===== src/rtl/blr_pkg.sv =====
`default_nettype none
package blr_pkg;
   localparam int ADDR_W = 6;
   localparam int DATA_W = 24;
   localparam int MODE_W = 4;

   // register indices on the control port
   localparam logic [5:0] BUCK_FOUR_LEVELS_ADDR = 6'h1b;
   localparam logic [5:0] BUCK_ONE_TWO_MODES_ADDR = 6'h1c;
   localparam logic [5:0] BUCK_THREE_FOUR_MODES_ADDR = 6'h1d;
   localparam logic [5:0] LINEAR_REGULATOR_LEVELS_ADDR = 6'h1e;

   // buck_four_levels fields
   localparam int B4_NORMAL_LSB = 0;
   localparam int B4_SPARE_LSB = 5;
   localparam int B4_STANDBY_LSB = 10;
   localparam int B4_RANGE_BIT = 23;

   // buck_one_two_modes fields
   localparam int B1_MODE_LSB = 0;
   localparam int B1_HOLD_BIT = 4;
   localparam int B1_USER_OFF_BIT = 5;
   localparam int B1_SPEED_LSB = 6;
   localparam int SIGNAL_SCALING_BIT = 8;
   localparam int B2_MODE_LSB = 10;
   localparam int B2_HOLD_BIT = 14;
   localparam int B2_USER_OFF_BIT = 15;
   localparam int B2_SPEED_LSB = 16;
   localparam int PLL_ENABLE_BIT = 18;
   localparam int PLL_MULT_LSB = 19;
   localparam int ILIM_DISABLE_BIT = 22;

   // buck_three_four_modes fields
   localparam int B3_MODE_LSB = 0;
   localparam int B3_HOLD_BIT = 4;
   localparam int B3_USER_OFF_BIT = 5;
   localparam int B4_MODE_LSB = 8;
   localparam int B4_HOLD_BIT = 12;
   localparam int B4_USER_OFF_BIT = 13;
   localparam int BOOST_ENABLE_BIT = 20;

   // linear_regulator_levels fields
   localparam int GEN1_LSB = 0;
   localparam int DIGITAL_LSB = 4;
   localparam int GEN2_LSB = 6;
   localparam int PLL_REG_LSB = 9;
   localparam int USB2_LSB = 11;
   localparam int GEN3_BIT = 14;
   localparam int CAMERA_LSB = 16;
   localparam int LIN_SPARE_BIT = 18;

   // reset values of single fields
   localparam logic [3:0] MODE_RESET = 4'ha;
   localparam logic [1:0] SPEED_RESET = 2'h1;
   localparam logic [2:0] PLL_MULT_RESET = 3'h4;
   localparam logic [1:0] CAMERA_RESET = 2'h2;

   // per register: bits on main reset, on off reset, with no reset
   localparam logic [23:0] R27_MAIN_MASK = 24'h000000;
   localparam logic [23:0] R27_OFF_MASK = 24'h000000;
   localparam logic [23:0] R27_KEEP_MASK = 24'h807fff;
   localparam logic [23:0] R27_RESET = 24'h000000;

   localparam logic [23:0] R28_MAIN_MASK = 24'h7f3dcf;
   localparam logic [23:0] R28_OFF_MASK = 24'h00c030;
   localparam logic [23:0] R28_KEEP_MASK = 24'h000000;
   localparam logic [23:0] R28_RESET = 24'h21284a;
   localparam logic [23:0] R28_MODE_MASK = 24'h003c0f;

   localparam logic [23:0] R29_MAIN_MASK = 24'h000f0f;
   localparam logic [23:0] R29_OFF_MASK = 24'h003030;
   localparam logic [23:0] R29_KEEP_MASK = 24'h100000;
   localparam logic [23:0] R29_RESET = 24'h000a0a;
   localparam logic [23:0] R29_MODE_MASK = 24'h000f0f;

   localparam logic [23:0] R30_MAIN_MASK = 24'h074003;
   localparam logic [23:0] R30_OFF_MASK = 24'h000000;
   localparam logic [23:0] R30_KEEP_MASK = 24'h001ff0;
   localparam logic [23:0] R30_RESET = 24'h024000;
endpackage : blr_pkg
`default_nettype wire


===== src/rtl/blr_reg24.sv =====
`default_nettype none
module blr_reg24 #(
   parameter int W = 24,
   parameter logic [W-1:0] MAIN_MASK = '0,
   parameter logic [W-1:0] OFF_MASK = '0,
   parameter logic [W-1:0] KEEP_MASK = '0,
   parameter logic [W-1:0] RESET_VAL = '0,
   parameter logic [W-1:0] LOAD_MASK = '0
) (
   // clock and the two reset classes
   input wire logic clk_in,
   input wire logic rst_n_in,
   input wire logic off_rst_n_in,
   // host write
   input wire logic wr_en_in,
   input wire logic [W-1:0] wr_data_in,
   // sequencer reload
   input wire logic load_en_in,
   input wire logic [W-1:0] load_data_in,
   // stored value, read-only bits zero
   output logic [W-1:0] q_out
);
   localparam logic [W-1:0] WRITABLE = MAIN_MASK | OFF_MASK | KEEP_MASK;

   logic [W-1:0] main_q;
   logic [W-1:0] off_q;
   logic [W-1:0] keep_q;
   logic [W-1:0] next_val;

   // read-only positions drop the write
   always_comb begin
      next_val = q_out;
      if (wr_en_in) begin
         next_val = (q_out & ~WRITABLE) | (wr_data_in & WRITABLE);
      end
      // sequencer reload wins over a host write in the same cycle
      if (load_en_in) begin
         next_val = (next_val & ~LOAD_MASK) | (load_data_in & LOAD_MASK);
      end
   end

   always_ff @(posedge clk_in or negedge rst_n_in) begin
      if (!rst_n_in) begin
         main_q <= RESET_VAL & MAIN_MASK;
      end else begin
         main_q <= next_val & MAIN_MASK;
      end
   end

   always_ff @(posedge clk_in or negedge off_rst_n_in) begin
      if (!off_rst_n_in) begin
         off_q <= '0;
      end else begin
         off_q <= next_val & OFF_MASK;
      end
   end

   // no reset at all: contents survive every reset, unknown at power-up
   always_ff @(posedge clk_in) begin
      keep_q <= next_val & KEEP_MASK;
   end

   assign q_out = main_q | off_q | keep_q;
endmodule : blr_reg24
`default_nettype wire


===== src/rtl/blr_buck_ldo_regs.sv =====
// Summary of operation
// - buck four normal level, bits 0-4, unreset
// - buck four standby level, bits 10-14, unreset
// - bit 23 range select, writable, unreset
// - bits 15-22 zero; bits 5-9 spare storage
// - sequencer reloads mode fields from power-up pins
// - enabled buck defaults to pulse-width mode
// - buck one/two modes at 0-3/10-13, reset 1010
// - hold and user-off bits cleared by off reset
// - speed fields 6-7 and 16-17, reset 01
// - bit 8 signal scaling, bit 18 PLL, reset 0
// - bits 19-21 PLL multiplier, reset 100
// - bit 22 current-limit disable; 9, 23 zero
// - buck three/four modes, hold and user-off bits
// - bit 20 boost enable unreset; other unused zero
// - regulator levels one, three, camera, spare reset
// - digital, gen two, PLL, USB levels unreset
`default_nettype none
module blr_buck_ldo_regs
   import blr_pkg::*;
(
   // clock and resets
   input wire logic clk_in,
   input wire logic rst_n_in,
   input wire logic off_state_reset_n_in,
   // register port from the serial interface decoder
   input wire logic [blr_pkg::ADDR_W-1:0] addr_in,
   input wire logic wr_en_in,
   input wire logic [blr_pkg::DATA_W-1:0] wr_data_in,
   input wire logic rd_en_in,
   output logic [blr_pkg::DATA_W-1:0] rd_data_out,
   output logic rd_hit_out,
   // startup sequencer reload from the power-up mode pins
   input wire logic mode_reload_in,
   input wire logic [blr_pkg::MODE_W-1:0] buck_one_mode_default_in,
   input wire logic [blr_pkg::MODE_W-1:0] buck_two_mode_default_in,
   input wire logic [blr_pkg::MODE_W-1:0] buck_three_mode_default_in,
   input wire logic [blr_pkg::MODE_W-1:0] buck_four_mode_default_in,
   // buck four levels
   output logic [4:0] buck_four_normal_level_out,
   output logic [4:0] buck_four_standby_level_out,
   output logic buck_four_range_select_out,
   // buck operating modes
   output logic [blr_pkg::MODE_W-1:0] buck_one_mode_out,
   output logic [blr_pkg::MODE_W-1:0] buck_two_mode_out,
   output logic [blr_pkg::MODE_W-1:0] buck_three_mode_out,
   output logic [blr_pkg::MODE_W-1:0] buck_four_mode_out,
   output logic [3:0] memory_hold_out,
   output logic [3:0] user_off_out,
   // scaling, switcher PLL, current limit, boost
   output logic [1:0] buck_one_scaling_speed_out,
   output logic [1:0] buck_two_scaling_speed_out,
   output logic signal_scaling_enable_out,
   output logic switcher_pll_enable_out,
   output logic [2:0] switcher_pll_multiplier_out,
   output logic current_limit_disable_out,
   output logic boost_enable_out,
   // linear regulator levels
   output logic [1:0] general_regulator_one_out,
   output logic [1:0] digital_regulator_out,
   output logic [2:0] general_regulator_two_out,
   output logic [1:0] pll_regulator_out,
   output logic [1:0] second_usb_regulator_out,
   output logic general_regulator_three_out,
   output logic [1:0] camera_regulator_out
);
   import blr_pkg::*;

   logic [DATA_W-1:0] r27_q;
   logic [DATA_W-1:0] r28_q;
   logic [DATA_W-1:0] r29_q;
   logic [DATA_W-1:0] r30_q;
   logic [DATA_W-1:0] r28_load;
   logic [DATA_W-1:0] r29_load;
   logic [DATA_W-1:0] next_rd_data;
   logic next_rd_hit;

   // mode defaults from the pins placed into their register lanes
   always_comb begin
      r28_load = '0;
      r29_load = '0;
      r28_load[B1_MODE_LSB +: MODE_W] = buck_one_mode_default_in;
      r28_load[B2_MODE_LSB +: MODE_W] = buck_two_mode_default_in;
      r29_load[B3_MODE_LSB +: MODE_W] = buck_three_mode_default_in;
      r29_load[B4_MODE_LSB +: MODE_W] = buck_four_mode_default_in;
   end

   // unreset levels, range and spare storage
   blr_reg24 #(
      .W(DATA_W), .MAIN_MASK(R27_MAIN_MASK), .OFF_MASK(R27_OFF_MASK),
      .KEEP_MASK(R27_KEEP_MASK), .RESET_VAL(R27_RESET), .LOAD_MASK('0)
   ) u_buck_four_levels (
      .clk_in(clk_in), .rst_n_in(rst_n_in), .off_rst_n_in(off_state_reset_n_in),
      .wr_en_in(wr_en_in && addr_in == BUCK_FOUR_LEVELS_ADDR), .wr_data_in(wr_data_in),
      .load_en_in(1'b0), .load_data_in('0), .q_out(r27_q)
   );

   // modes 1010 = pulse-width, no skipping, in normal and standby
   blr_reg24 #(
      .W(DATA_W), .MAIN_MASK(R28_MAIN_MASK), .OFF_MASK(R28_OFF_MASK),
      .KEEP_MASK(R28_KEEP_MASK), .RESET_VAL(R28_RESET), .LOAD_MASK(R28_MODE_MASK)
   ) u_buck_one_two_modes (
      .clk_in(clk_in), .rst_n_in(rst_n_in), .off_rst_n_in(off_state_reset_n_in),
      .wr_en_in(wr_en_in && addr_in == BUCK_ONE_TWO_MODES_ADDR), .wr_data_in(wr_data_in),
      .load_en_in(mode_reload_in), .load_data_in(r28_load), .q_out(r28_q)
   );

   blr_reg24 #(
      .W(DATA_W), .MAIN_MASK(R29_MAIN_MASK), .OFF_MASK(R29_OFF_MASK),
      .KEEP_MASK(R29_KEEP_MASK), .RESET_VAL(R29_RESET), .LOAD_MASK(R29_MODE_MASK)
   ) u_buck_three_four_modes (
      .clk_in(clk_in), .rst_n_in(rst_n_in), .off_rst_n_in(off_state_reset_n_in),
      .wr_en_in(wr_en_in && addr_in == BUCK_THREE_FOUR_MODES_ADDR),
      .wr_data_in(wr_data_in),
      .load_en_in(mode_reload_in), .load_data_in(r29_load), .q_out(r29_q)
   );

   blr_reg24 #(
      .W(DATA_W), .MAIN_MASK(R30_MAIN_MASK), .OFF_MASK(R30_OFF_MASK),
      .KEEP_MASK(R30_KEEP_MASK), .RESET_VAL(R30_RESET), .LOAD_MASK('0)
   ) u_linear_regulator_levels (
      .clk_in(clk_in), .rst_n_in(rst_n_in), .off_rst_n_in(off_state_reset_n_in),
      .wr_en_in(wr_en_in && addr_in == LINEAR_REGULATOR_LEVELS_ADDR),
      .wr_data_in(wr_data_in),
      .load_en_in(1'b0), .load_data_in('0), .q_out(r30_q)
   );

   // other addresses belong to neighbouring banks: answer zero, no hit
   always_comb begin
      next_rd_data = rd_data_out;
      next_rd_hit = rd_hit_out;
      if (rd_en_in) begin
         next_rd_hit = 1'b1;
         case (addr_in)
            BUCK_FOUR_LEVELS_ADDR: next_rd_data = r27_q;
            BUCK_ONE_TWO_MODES_ADDR: next_rd_data = r28_q;
            BUCK_THREE_FOUR_MODES_ADDR: next_rd_data = r29_q;
            LINEAR_REGULATOR_LEVELS_ADDR: next_rd_data = r30_q;
            default: begin
               next_rd_data = '0;
               next_rd_hit = 1'b0;
            end
         endcase
      end
   end

   always_ff @(posedge clk_in or negedge rst_n_in) begin
      if (!rst_n_in) begin
         rd_data_out <= '0;
         rd_hit_out <= 1'b0;
      end else begin
         rd_data_out <= next_rd_data;
         rd_hit_out <= next_rd_hit;
      end
   end

   // field outputs are the register flops themselves
   assign buck_four_normal_level_out = r27_q[B4_NORMAL_LSB +: 5];
   assign buck_four_standby_level_out = r27_q[B4_STANDBY_LSB +: 5];
   assign buck_four_range_select_out = r27_q[B4_RANGE_BIT];
   assign buck_one_mode_out = r28_q[B1_MODE_LSB +: MODE_W];
   assign buck_two_mode_out = r28_q[B2_MODE_LSB +: MODE_W];
   assign buck_three_mode_out = r29_q[B3_MODE_LSB +: MODE_W];
   assign buck_four_mode_out = r29_q[B4_MODE_LSB +: MODE_W];
   assign memory_hold_out = {r29_q[B4_HOLD_BIT], r29_q[B3_HOLD_BIT],
                             r28_q[B2_HOLD_BIT], r28_q[B1_HOLD_BIT]};
   assign user_off_out = {r29_q[B4_USER_OFF_BIT], r29_q[B3_USER_OFF_BIT],
                          r28_q[B2_USER_OFF_BIT], r28_q[B1_USER_OFF_BIT]};
   assign buck_one_scaling_speed_out = r28_q[B1_SPEED_LSB +: 2];
   assign buck_two_scaling_speed_out = r28_q[B2_SPEED_LSB +: 2];
   assign signal_scaling_enable_out = r28_q[SIGNAL_SCALING_BIT];
   assign switcher_pll_enable_out = r28_q[PLL_ENABLE_BIT];
   assign switcher_pll_multiplier_out = r28_q[PLL_MULT_LSB +: 3];
   assign current_limit_disable_out = r28_q[ILIM_DISABLE_BIT];
   assign boost_enable_out = r29_q[BOOST_ENABLE_BIT];
   assign general_regulator_one_out = r30_q[GEN1_LSB +: 2];
   assign digital_regulator_out = r30_q[DIGITAL_LSB +: 2];
   assign general_regulator_two_out = r30_q[GEN2_LSB +: 3];
   assign pll_regulator_out = r30_q[PLL_REG_LSB +: 2];
   assign second_usb_regulator_out = r30_q[USB2_LSB +: 2];
   assign general_regulator_three_out = r30_q[GEN3_BIT];
   assign camera_regulator_out = r30_q[CAMERA_LSB +: 2];
endmodule : blr_buck_ldo_regs
`default_nettype wire


===== config.mk =====
export PLATFORM = sky130hd
export DESIGN_NAME = blr_buck_ldo_regs
export DESIGN_NICKNAME = d
export VERILOG_FILES = /design/src/rtl/blr_pkg.sv /design/src/rtl/blr_reg24.sv /design/src/rtl/blr_buck_ldo_regs.sv
export SDC_FILE = /design/constraint.sdc
export NUM_CORES = 1
export LEC_CHECK = 0
export ABC_AREA = 1
export BUFFER_PORTS_ARGS = -buffer_cell sky130_fd_sc_hd__buf_4
export CORE_UTILIZATION = 47
export CTS_BUF_LIST = sky130_fd_sc_hd__clkbuf_8
export DETAILED_ROUTE_END_ITERATION = 10
export PLACE_DENSITY = 0.81
export SYNTH_ARGS = -nofsm -noshare
export SYNTH_HDL_FRONTEND = slang
export SYNTH_SLANG_ARGS = --single-unit

===== constraint.sdc =====
create_clock -name clk_in -period 0.9 [get_ports clk_in]
set_input_delay 0.18 -clock clk_in [delete_from_list [all_inputs] [get_ports clk_in]]
set_output_delay 0.18 -clock clk_in [all_outputs]
set_load 0.05 [all_outputs]

==> run summary, run 1 <==
Worst Hold Path EP = u_buck_four_levels.keep_q[3]
Max Buffers Root-to-Sink = 2
internal cell power = 0.007382 W
Final Max Slew Viols = 0
cells on worst reg2reg path = 6
vias after detailed routing = 4811
First DRT Iteration DRCs = 450
FP Rows = 33
Residual DRC = 0
Critical path buffers and inverters = 1
WL final = 18400 µm
Detail Route Antenna Nets = 0
Hold Slack = -0.006535 ns
max-cap viol count = 0
Layout Skew = 0.009648 ns
layout cell share with drive strength beyond 1 = 61.68%
clk_lat worst skew = 0.38 ns
Crit path largest cell delay = 0.59 ns
Final min period = 1.317 ns
RSZ-0062 raised after global routing = yes
most common cell after layout, fill and taps aside = nand2_1
clock sink total = 91
first-pass GRT wire length = 22930 µm
Achievable Freq = 0.7596 GHz
GR Util All Layers = 34.02%
I/O pin count = 137
max_slew headroom = 77.86%
syn nets = 510
fin nets = 736
Avg Inst Size Synth = 9.067 µm²
initial antenna violation count = 0
Final setup viols = 117
Die ar. = 0.009215 mm²
Die Ht = 96.00 µm
hold_sp = wr_data_in[3]
Final Hold Fails = 2
Placement Setup Slack = -0.3854 ns
largest net degree at the start of global routing = 58
R2R Setup Slk = -0.23 ns
CTS Buf Count = 9
CTS tree = yes
status = complete, but fails checks
Synth cell types = 22
CTS H-tree lvls = 3
Worst-Margin Slew = 0.3321 ns
Horiz. Die Dim = 96.00 µm
power share of the clock group = 27.7%
grt ovf = 0
cell count after synthesis = 458
Setup TNS Final = -26.26 ns
DP Cell Count = 690
critical path class = flip-flop to output port
Detail Placement HPWL = 8883 µm
WP data required = 0.72 ns
register area share after synthesis = 58.36%
CTS root buf = clkbuf_8
Critical Path Source Type = flip-flop
Via-to-Cell Ratio = 6.059
combinational group share of total power = 28.6%
crit-path leading delay family = flip-flops
Leak = 3.572 nW
#FFs+latches synth = 91
Final WS setup = -0.4166 ns
initial core utilization = 49.54%
Syn-to-layout area delta = 79.36%
Wirelength per Cell = 23.18 µm
Max FO, Critical Path = 3
CP max-delay cell = dfstp_2
hold crit path type = primary input to flip-flop
Layout Utilization = 88.86%
NetSw = 0.003731 W
clock-pin slew on the worst setup and hold paths = 0.10 ns
vias in the first global route = 4544
IO Port Bufs = 136
failing checks = hold timing, setup timing
ANT cells = 0
critical-path cell list = buf_8
pwr/cell area = 1492 mW/mm²
Core ar. = 0.008382 mm²
Final period util = 146.3%
mapped cell area = 0.004153 mm²
share of power burned in registers = 43.7%
most frequent cells in the layout = 146 x nand2_1, 117 x buf_4, 116 x buf_6
detailed-router iteration count before antenna repair = 5
Placer Congestion = 0.8105
Critical Path Sink Type = output port
Critical R2R Capture = rd_data_out[3]
worst path arrival time = 1.14 ns
VDD IR max = 0.0009563 V
Hold Crit Depth = 1
r2r startpoint = u_buck_three_four_modes.main_q[3]
synth warn = 0
switching share of power = 33.57%
fin cells = 794
## final cells by class
cell class / instances / area (µm²)
clock buffer: 12 / 165.2
timing repair buffer: 260 / 2640
multi-input combinational: 302 / 1893
tap: 105 / 131.4
inverter: 20 / 123.9
fill: 338 / 933.4
sequential: 91 / 2446
clock inverter: 4 / 48.80
## routing by layer
metal | global-route usage, % | vias up | wire length, µm
met2 | 60.34 | 422 | 9260
met1 | 39.57 | 2335 | 6254
li1 | - | 1936 | -
met4 | 16.67 | 0 | 1048
met3 | 5.924 | 118 | 1837
met5 | 0 | - | 0
## flip-flops by register name, summed over array words and instances (netlist names)
register                          flops
u_buck_one_two_modes.off_q            4
u_linear_regulator_levels.main_q      6
u_linear_regulator_levels.keep_q      9
u_buck_four_levels.keep_q            16
u_buck_one_two_modes.main_q          18
u_buck_three_four_modes.keep_q        1
rd_hit_out                            1
u_buck_three_four_modes.main_q        8
rd_data_out                          24
u_buck_three_four_modes.off_q         4
## kinds of logic (layout without fill, tap and decap cells)
logic type,Yosys count,in the layout,share of synthesized area [%]
simple gates,276,276,28.98
buf+inv,65,296,9.280
flops,91,91,58.36
compound gates,26,26,3.374
## how the worst max path moves through the flow
stage                                                 to  cells past startpoint                      startpoint
floorplan                   u_buck_four_levels.keep_q[0]                      5                      addr_in[2]
global placement    u_linear_regulator_levels.keep_q[11]                      7                      addr_in[5]
detailed placement                       rd_data_out[15]                      8                      addr_in[5]
CTS                                 buck_one_mode_out[3]                      1  u_buck_one_two_modes.main_q[3]
global route                        buck_one_mode_out[3]                      1  u_buck_one_two_modes.main_q[3]
finish                              buck_one_mode_out[3]                      1  u_buck_one_two_modes.main_q[3]
## Yosys cell counts
library cell | number | area share [%]
o21ai_1 | 6 | 0.72
a21oi_1 | 1 | 0.12
nand3_2 | 3 | 0.72
inv_2 | 5 | 0.45
buf_2 | 5 | 0.60
clkinv_1 | 1 | 0.090
dfstp_2 | 13 | 8.2
buf_4 | 30 | 5.4
clkbuf_1 | 6 | 0.54
nor2_1 | 1 | 0.090
buf_1 | 1 | 0.090
a21o_1 | 1 | 0.18
o31ai_1 | 3 | 0.54
nor2_2 | 2 | 0.30
o21ai_0 | 15 | 1.8
edfxtp_1 | 26 | 19
inv_1 | 14 | 1.3
nand2_1 | 170 | 15
dfrtp_1 | 52 | 31
nand3_1 | 97 | 12
nor2_4 | 3 | 0.81
buf_6 | 3 | 0.81
## through the flow
| step | area (µm²) | hold WS (ns) | total power, W |
|---|---|---|---|
| floorplan | 4508 | -0.1156 | 0.006199 |
| global placement | 5684 | 0.01813 | 0.007063 |
| detailed placement | 5684 | 0.02114 | 0.007115 |
| CTS | 6847 | 0.02133 | 0.01055 |
| global route | 7448 | -0.01054 | 0.01135 |
| finish | 7448 | -0.006535 | 0.01111 |
## power groups by stage
| stage | sequential [W] | combinational, W | clock (W) |
|---|---|---|---|
| floorplan | 0.00560 | 0.000597 | 0 |
| global placement | 0.00489 | 0.00218 | 0 |
| detailed placement | 0.00489 | 0.00222 | 0 |
| CTS | 0.00481 | 0.00282 | 0.00292 |
| global route | 0.00487 | 0.00330 | 0.00318 |
| finish | 0.00486 | 0.00318 | 0.00308 |
## repair_timing
| item | in CTS | in global routing |
|---|---|---|
| buffers inserted | 63 | 30 |
| pin swaps | 11 | 39 |
| hold endpoints to repair | 53 | 0 |
| cloned | 0 | 2 |
| hold buffers | 3 | 0 |
| gates resized for setup | 118 | 100 |
| endpoints found under the setup margin | 97 | 147 |
No activity file was read; power rests on OpenSTA's default activity.
==> run 2, diff against run 1 <==
--- a/config.mk
+++ b/config.mk
@@ -7,10 +7,11 @@
 export LEC_CHECK = 0
 export ABC_AREA = 1
 export BUFFER_PORTS_ARGS = -buffer_cell sky130_fd_sc_hd__buf_4
-export CORE_UTILIZATION = 47
+export CORE_UTILIZATION = 42
 export CTS_BUF_LIST = sky130_fd_sc_hd__clkbuf_8
 export DETAILED_ROUTE_END_ITERATION = 10
-export PLACE_DENSITY = 0.81
+export PLACE_DENSITY = 0.74
+export SKIP_CTS_REPAIR_TIMING = 1
 export SYNTH_ARGS = -nofsm -noshare
 export SYNTH_HDL_FRONTEND = slang
 export SYNTH_SLANG_ARGS = --single-unit
==> run summary, run 2 (same netlist as run 1, synthesis figures left out) <==
status = complete, but fails checks
failing checks = setup timing
Via-to-Cell Ratio = 5.323 (-12%)
Final Max Slew Viols = 0 (unchanged)
Detail Route Antenna Nets = 0 (unchanged)
GR Util All Layers = 24.13% (-9.9 points)
Max Buffers Root-to-Sink = 2 (unchanged)
vias after detailed routing = 4184 (-13%)
Achievable Freq = 0.7792 GHz (+2.6%)
WP data required = 0.72 ns (about the same)
fin cells = 786 (-1.0%)
Die ar. = 0.01029 mm² (+12%)
Syn-to-layout area delta = 67.88%
Residual DRC = 0 (unchanged)
Critical path buffers and inverters = 1 (unchanged)
Max FO, Critical Path = 3 (unchanged)
Final setup viols = 105 (-10%)
most frequent cells in the layout = 155 x nand2_1, 112 x buf_4, 88 x buf_6
Wirelength per Cell = 17.59 µm (-24%)
fin nets = 704 (-4.3%)
initial core utilization = 44.11% (-5.4 points)
Detail Placement HPWL = 8829 µm (-0.61%)
ANT cells = 0 (unchanged)
grt ovf = 0 (unchanged)
first-pass GRT wire length = 18700 µm (-18%)
clk_lat worst skew = 0.36 ns (-0.02 ns)
hold crit path type = primary input to flip-flop
Final min period = 1.283 ns (-0.03312 ns)
Core ar. = 0.009415 mm² (+12%)
initial antenna violation count = 0 (unchanged)
worst path arrival time = 1.10 ns (-0.04 ns)
Final WS setup = -0.3834 ns (+0.03312 ns)
I/O pin count = 137 (unchanged)
Placer Congestion = 0.8358 (+3.1%)
CTS tree = yes
Final Hold Fails = 0 (-2)
most common cell after layout, fill and taps aside = nand2_1
CTS root buf = clkbuf_8
DP Cell Count = 710 (+2.9%)
Placement Setup Slack = -0.4313 ns (-0.04598 ns)
First DRT Iteration DRCs = 223 (-50%)
Worst-Margin Slew = 0.3151 ns (-0.01697 ns)
Critical Path Sink Type = output port
critical path class = flip-flop to output port
clock sink total = 91 (unchanged)
max-cap viol count = 0 (unchanged)
max reg flops = 24 (unchanged)
Leak = 3.333 nW (-6.7%)
CTS Buf Count = 9 (unchanged)
layout cell share with drive strength beyond 1 = 55.71% (-6.0 points)
clock-pin slew on the worst setup and hold paths = 0.10 ns (about the same)
critical-path cell list = buf_8
vias in the first global route = 3667 (-19%)
Crit path largest cell delay = 0.59 ns (about the same)
IO Port Bufs = 136 (unchanged)
pwr/cell area = 1489 mW/mm² (-0.20%)
Regs by FF count = rd_data_out (24), u_buck_one_two_modes.main_q (18), u_buck_four_levels.keep_q (16)
Layout Utilization = 74.05% (-15 points)
WL final = 13830 µm (-25%)
most flop-heavy register = rd_data_out
crit-path leading delay family = flip-flops
RSZ-0062 raised after global routing = yes
max_slew headroom = 78.99% (+1.1 points)
Setup TNS Final = -22.19 ns (+4.076 ns)
VDD IR max = 0.0009258 V (-3.2%)
Critical Path Source Type = flip-flop
CTS H-tree lvls = 3 (unchanged)
Horiz. Die Dim = 101.4 µm (+5.7%)
Layout Skew = 0.01159 ns (+0.001945 ns)
CP max-delay cell = dfstp_2
detailed-router iteration count before antenna repair = 4 (-1)
largest net degree at the start of global routing = 58 (unchanged)
FP Rows = 35 (+6.1%)
Total Power = 0.01038 W (-6.6%)
Final period util = 142.6% (-3.7 points)
Die Ht = 101.4 µm (+5.7%)
## run 2: changes by cell type in the layout (fill, tap and decap cells not counted), moves of 2 or more
cell,previous run,this run
buf_6,116,88
nand3_1,32,44
nand2_1,146,155
nand3_2,59,51
nand2_2,17,11
buf_4,117,112
nand3_4,9,5
clkbuf_8,12,9
nand2_4,7,4
o21ai_1,10,13
o21ai_2,9,6
clkinv_4,0,2
inv_4,4,2
## run 2: final timing paths
| path | start | to | slack (ns) | depth (start not counted) |
|---|---|---|---|---|
| max | u_buck_one_two_modes.main_q[6] | buck_one_scaling_speed_out[0] | -0.38 | 1 |
| min | wr_data_in[7] | u_linear_regulator_levels.keep_q[7] | 0.02 | 1 |
| max reg2reg | u_buck_four_levels.keep_q[1] | rd_data_out[1] | -0.15 | 5 |
| min reg2reg | u_linear_regulator_levels.main_q[17] | u_linear_regulator_levels.main_q[17] | 0.50 | 2 |
| max in group asynchronous | rst_n_in | u_buck_one_two_modes.main_q[1] | 0.24 | 3 |
| min in group asynchronous | off_state_reset_n_in | u_buck_one_two_modes.off_q[14] | 0.20 | 2 |
## run 2: layout make-up
cell class,instances,area (µm²)
clock buffers,9,123.9
clock inverters,7,70.07
fillers,623,2444
inverters,20,118.9
multi-input cells,302,1749
flip-flops and latches,91,2446
well taps,129,161.4
repair buffers,228,2302
## run 2: where the power goes
part	total [W]	internal, W	switching, W
Sequential	0.00485	0.00457	0.000281
Combinational	0.00276	0.00113	0.00163
Clock	0.00276	0.00128	0.00149
Total	0.0104	0.00698	0.00340
## run 2: through the flow
step                      hold slack (ns)  area (µm²)
after floorplan                   -0.1156        4508
after global placement            0.02123        5684
after detailed placement          0.01825        5684
after CTS                         -0.3657        5878
after global routing             0.002511        6972
final                             0.01570        6972
## run 2: worst register-to-register path: cells and delay by family (launching register included)
family,cells,cell delay [ns]
DFF,1,0.45
AOI/OAI and AO/OA,1,0.16
buffers and inverters,1,0.15
and+or+nand+nor,3,0.18
## run 2: metal layers
metal  wire length, µm  part of all wire [%]  vias to the layer above  track usage [%]
li1                  -                     -                     1875                -
met1              5283                    38                     2056            31.60
met2              7236                    52                      221            41.13
met3               919                   6.6                       32            3.658
met4               388                   2.8                        0            8.027
met5                 0                     0                        -                0
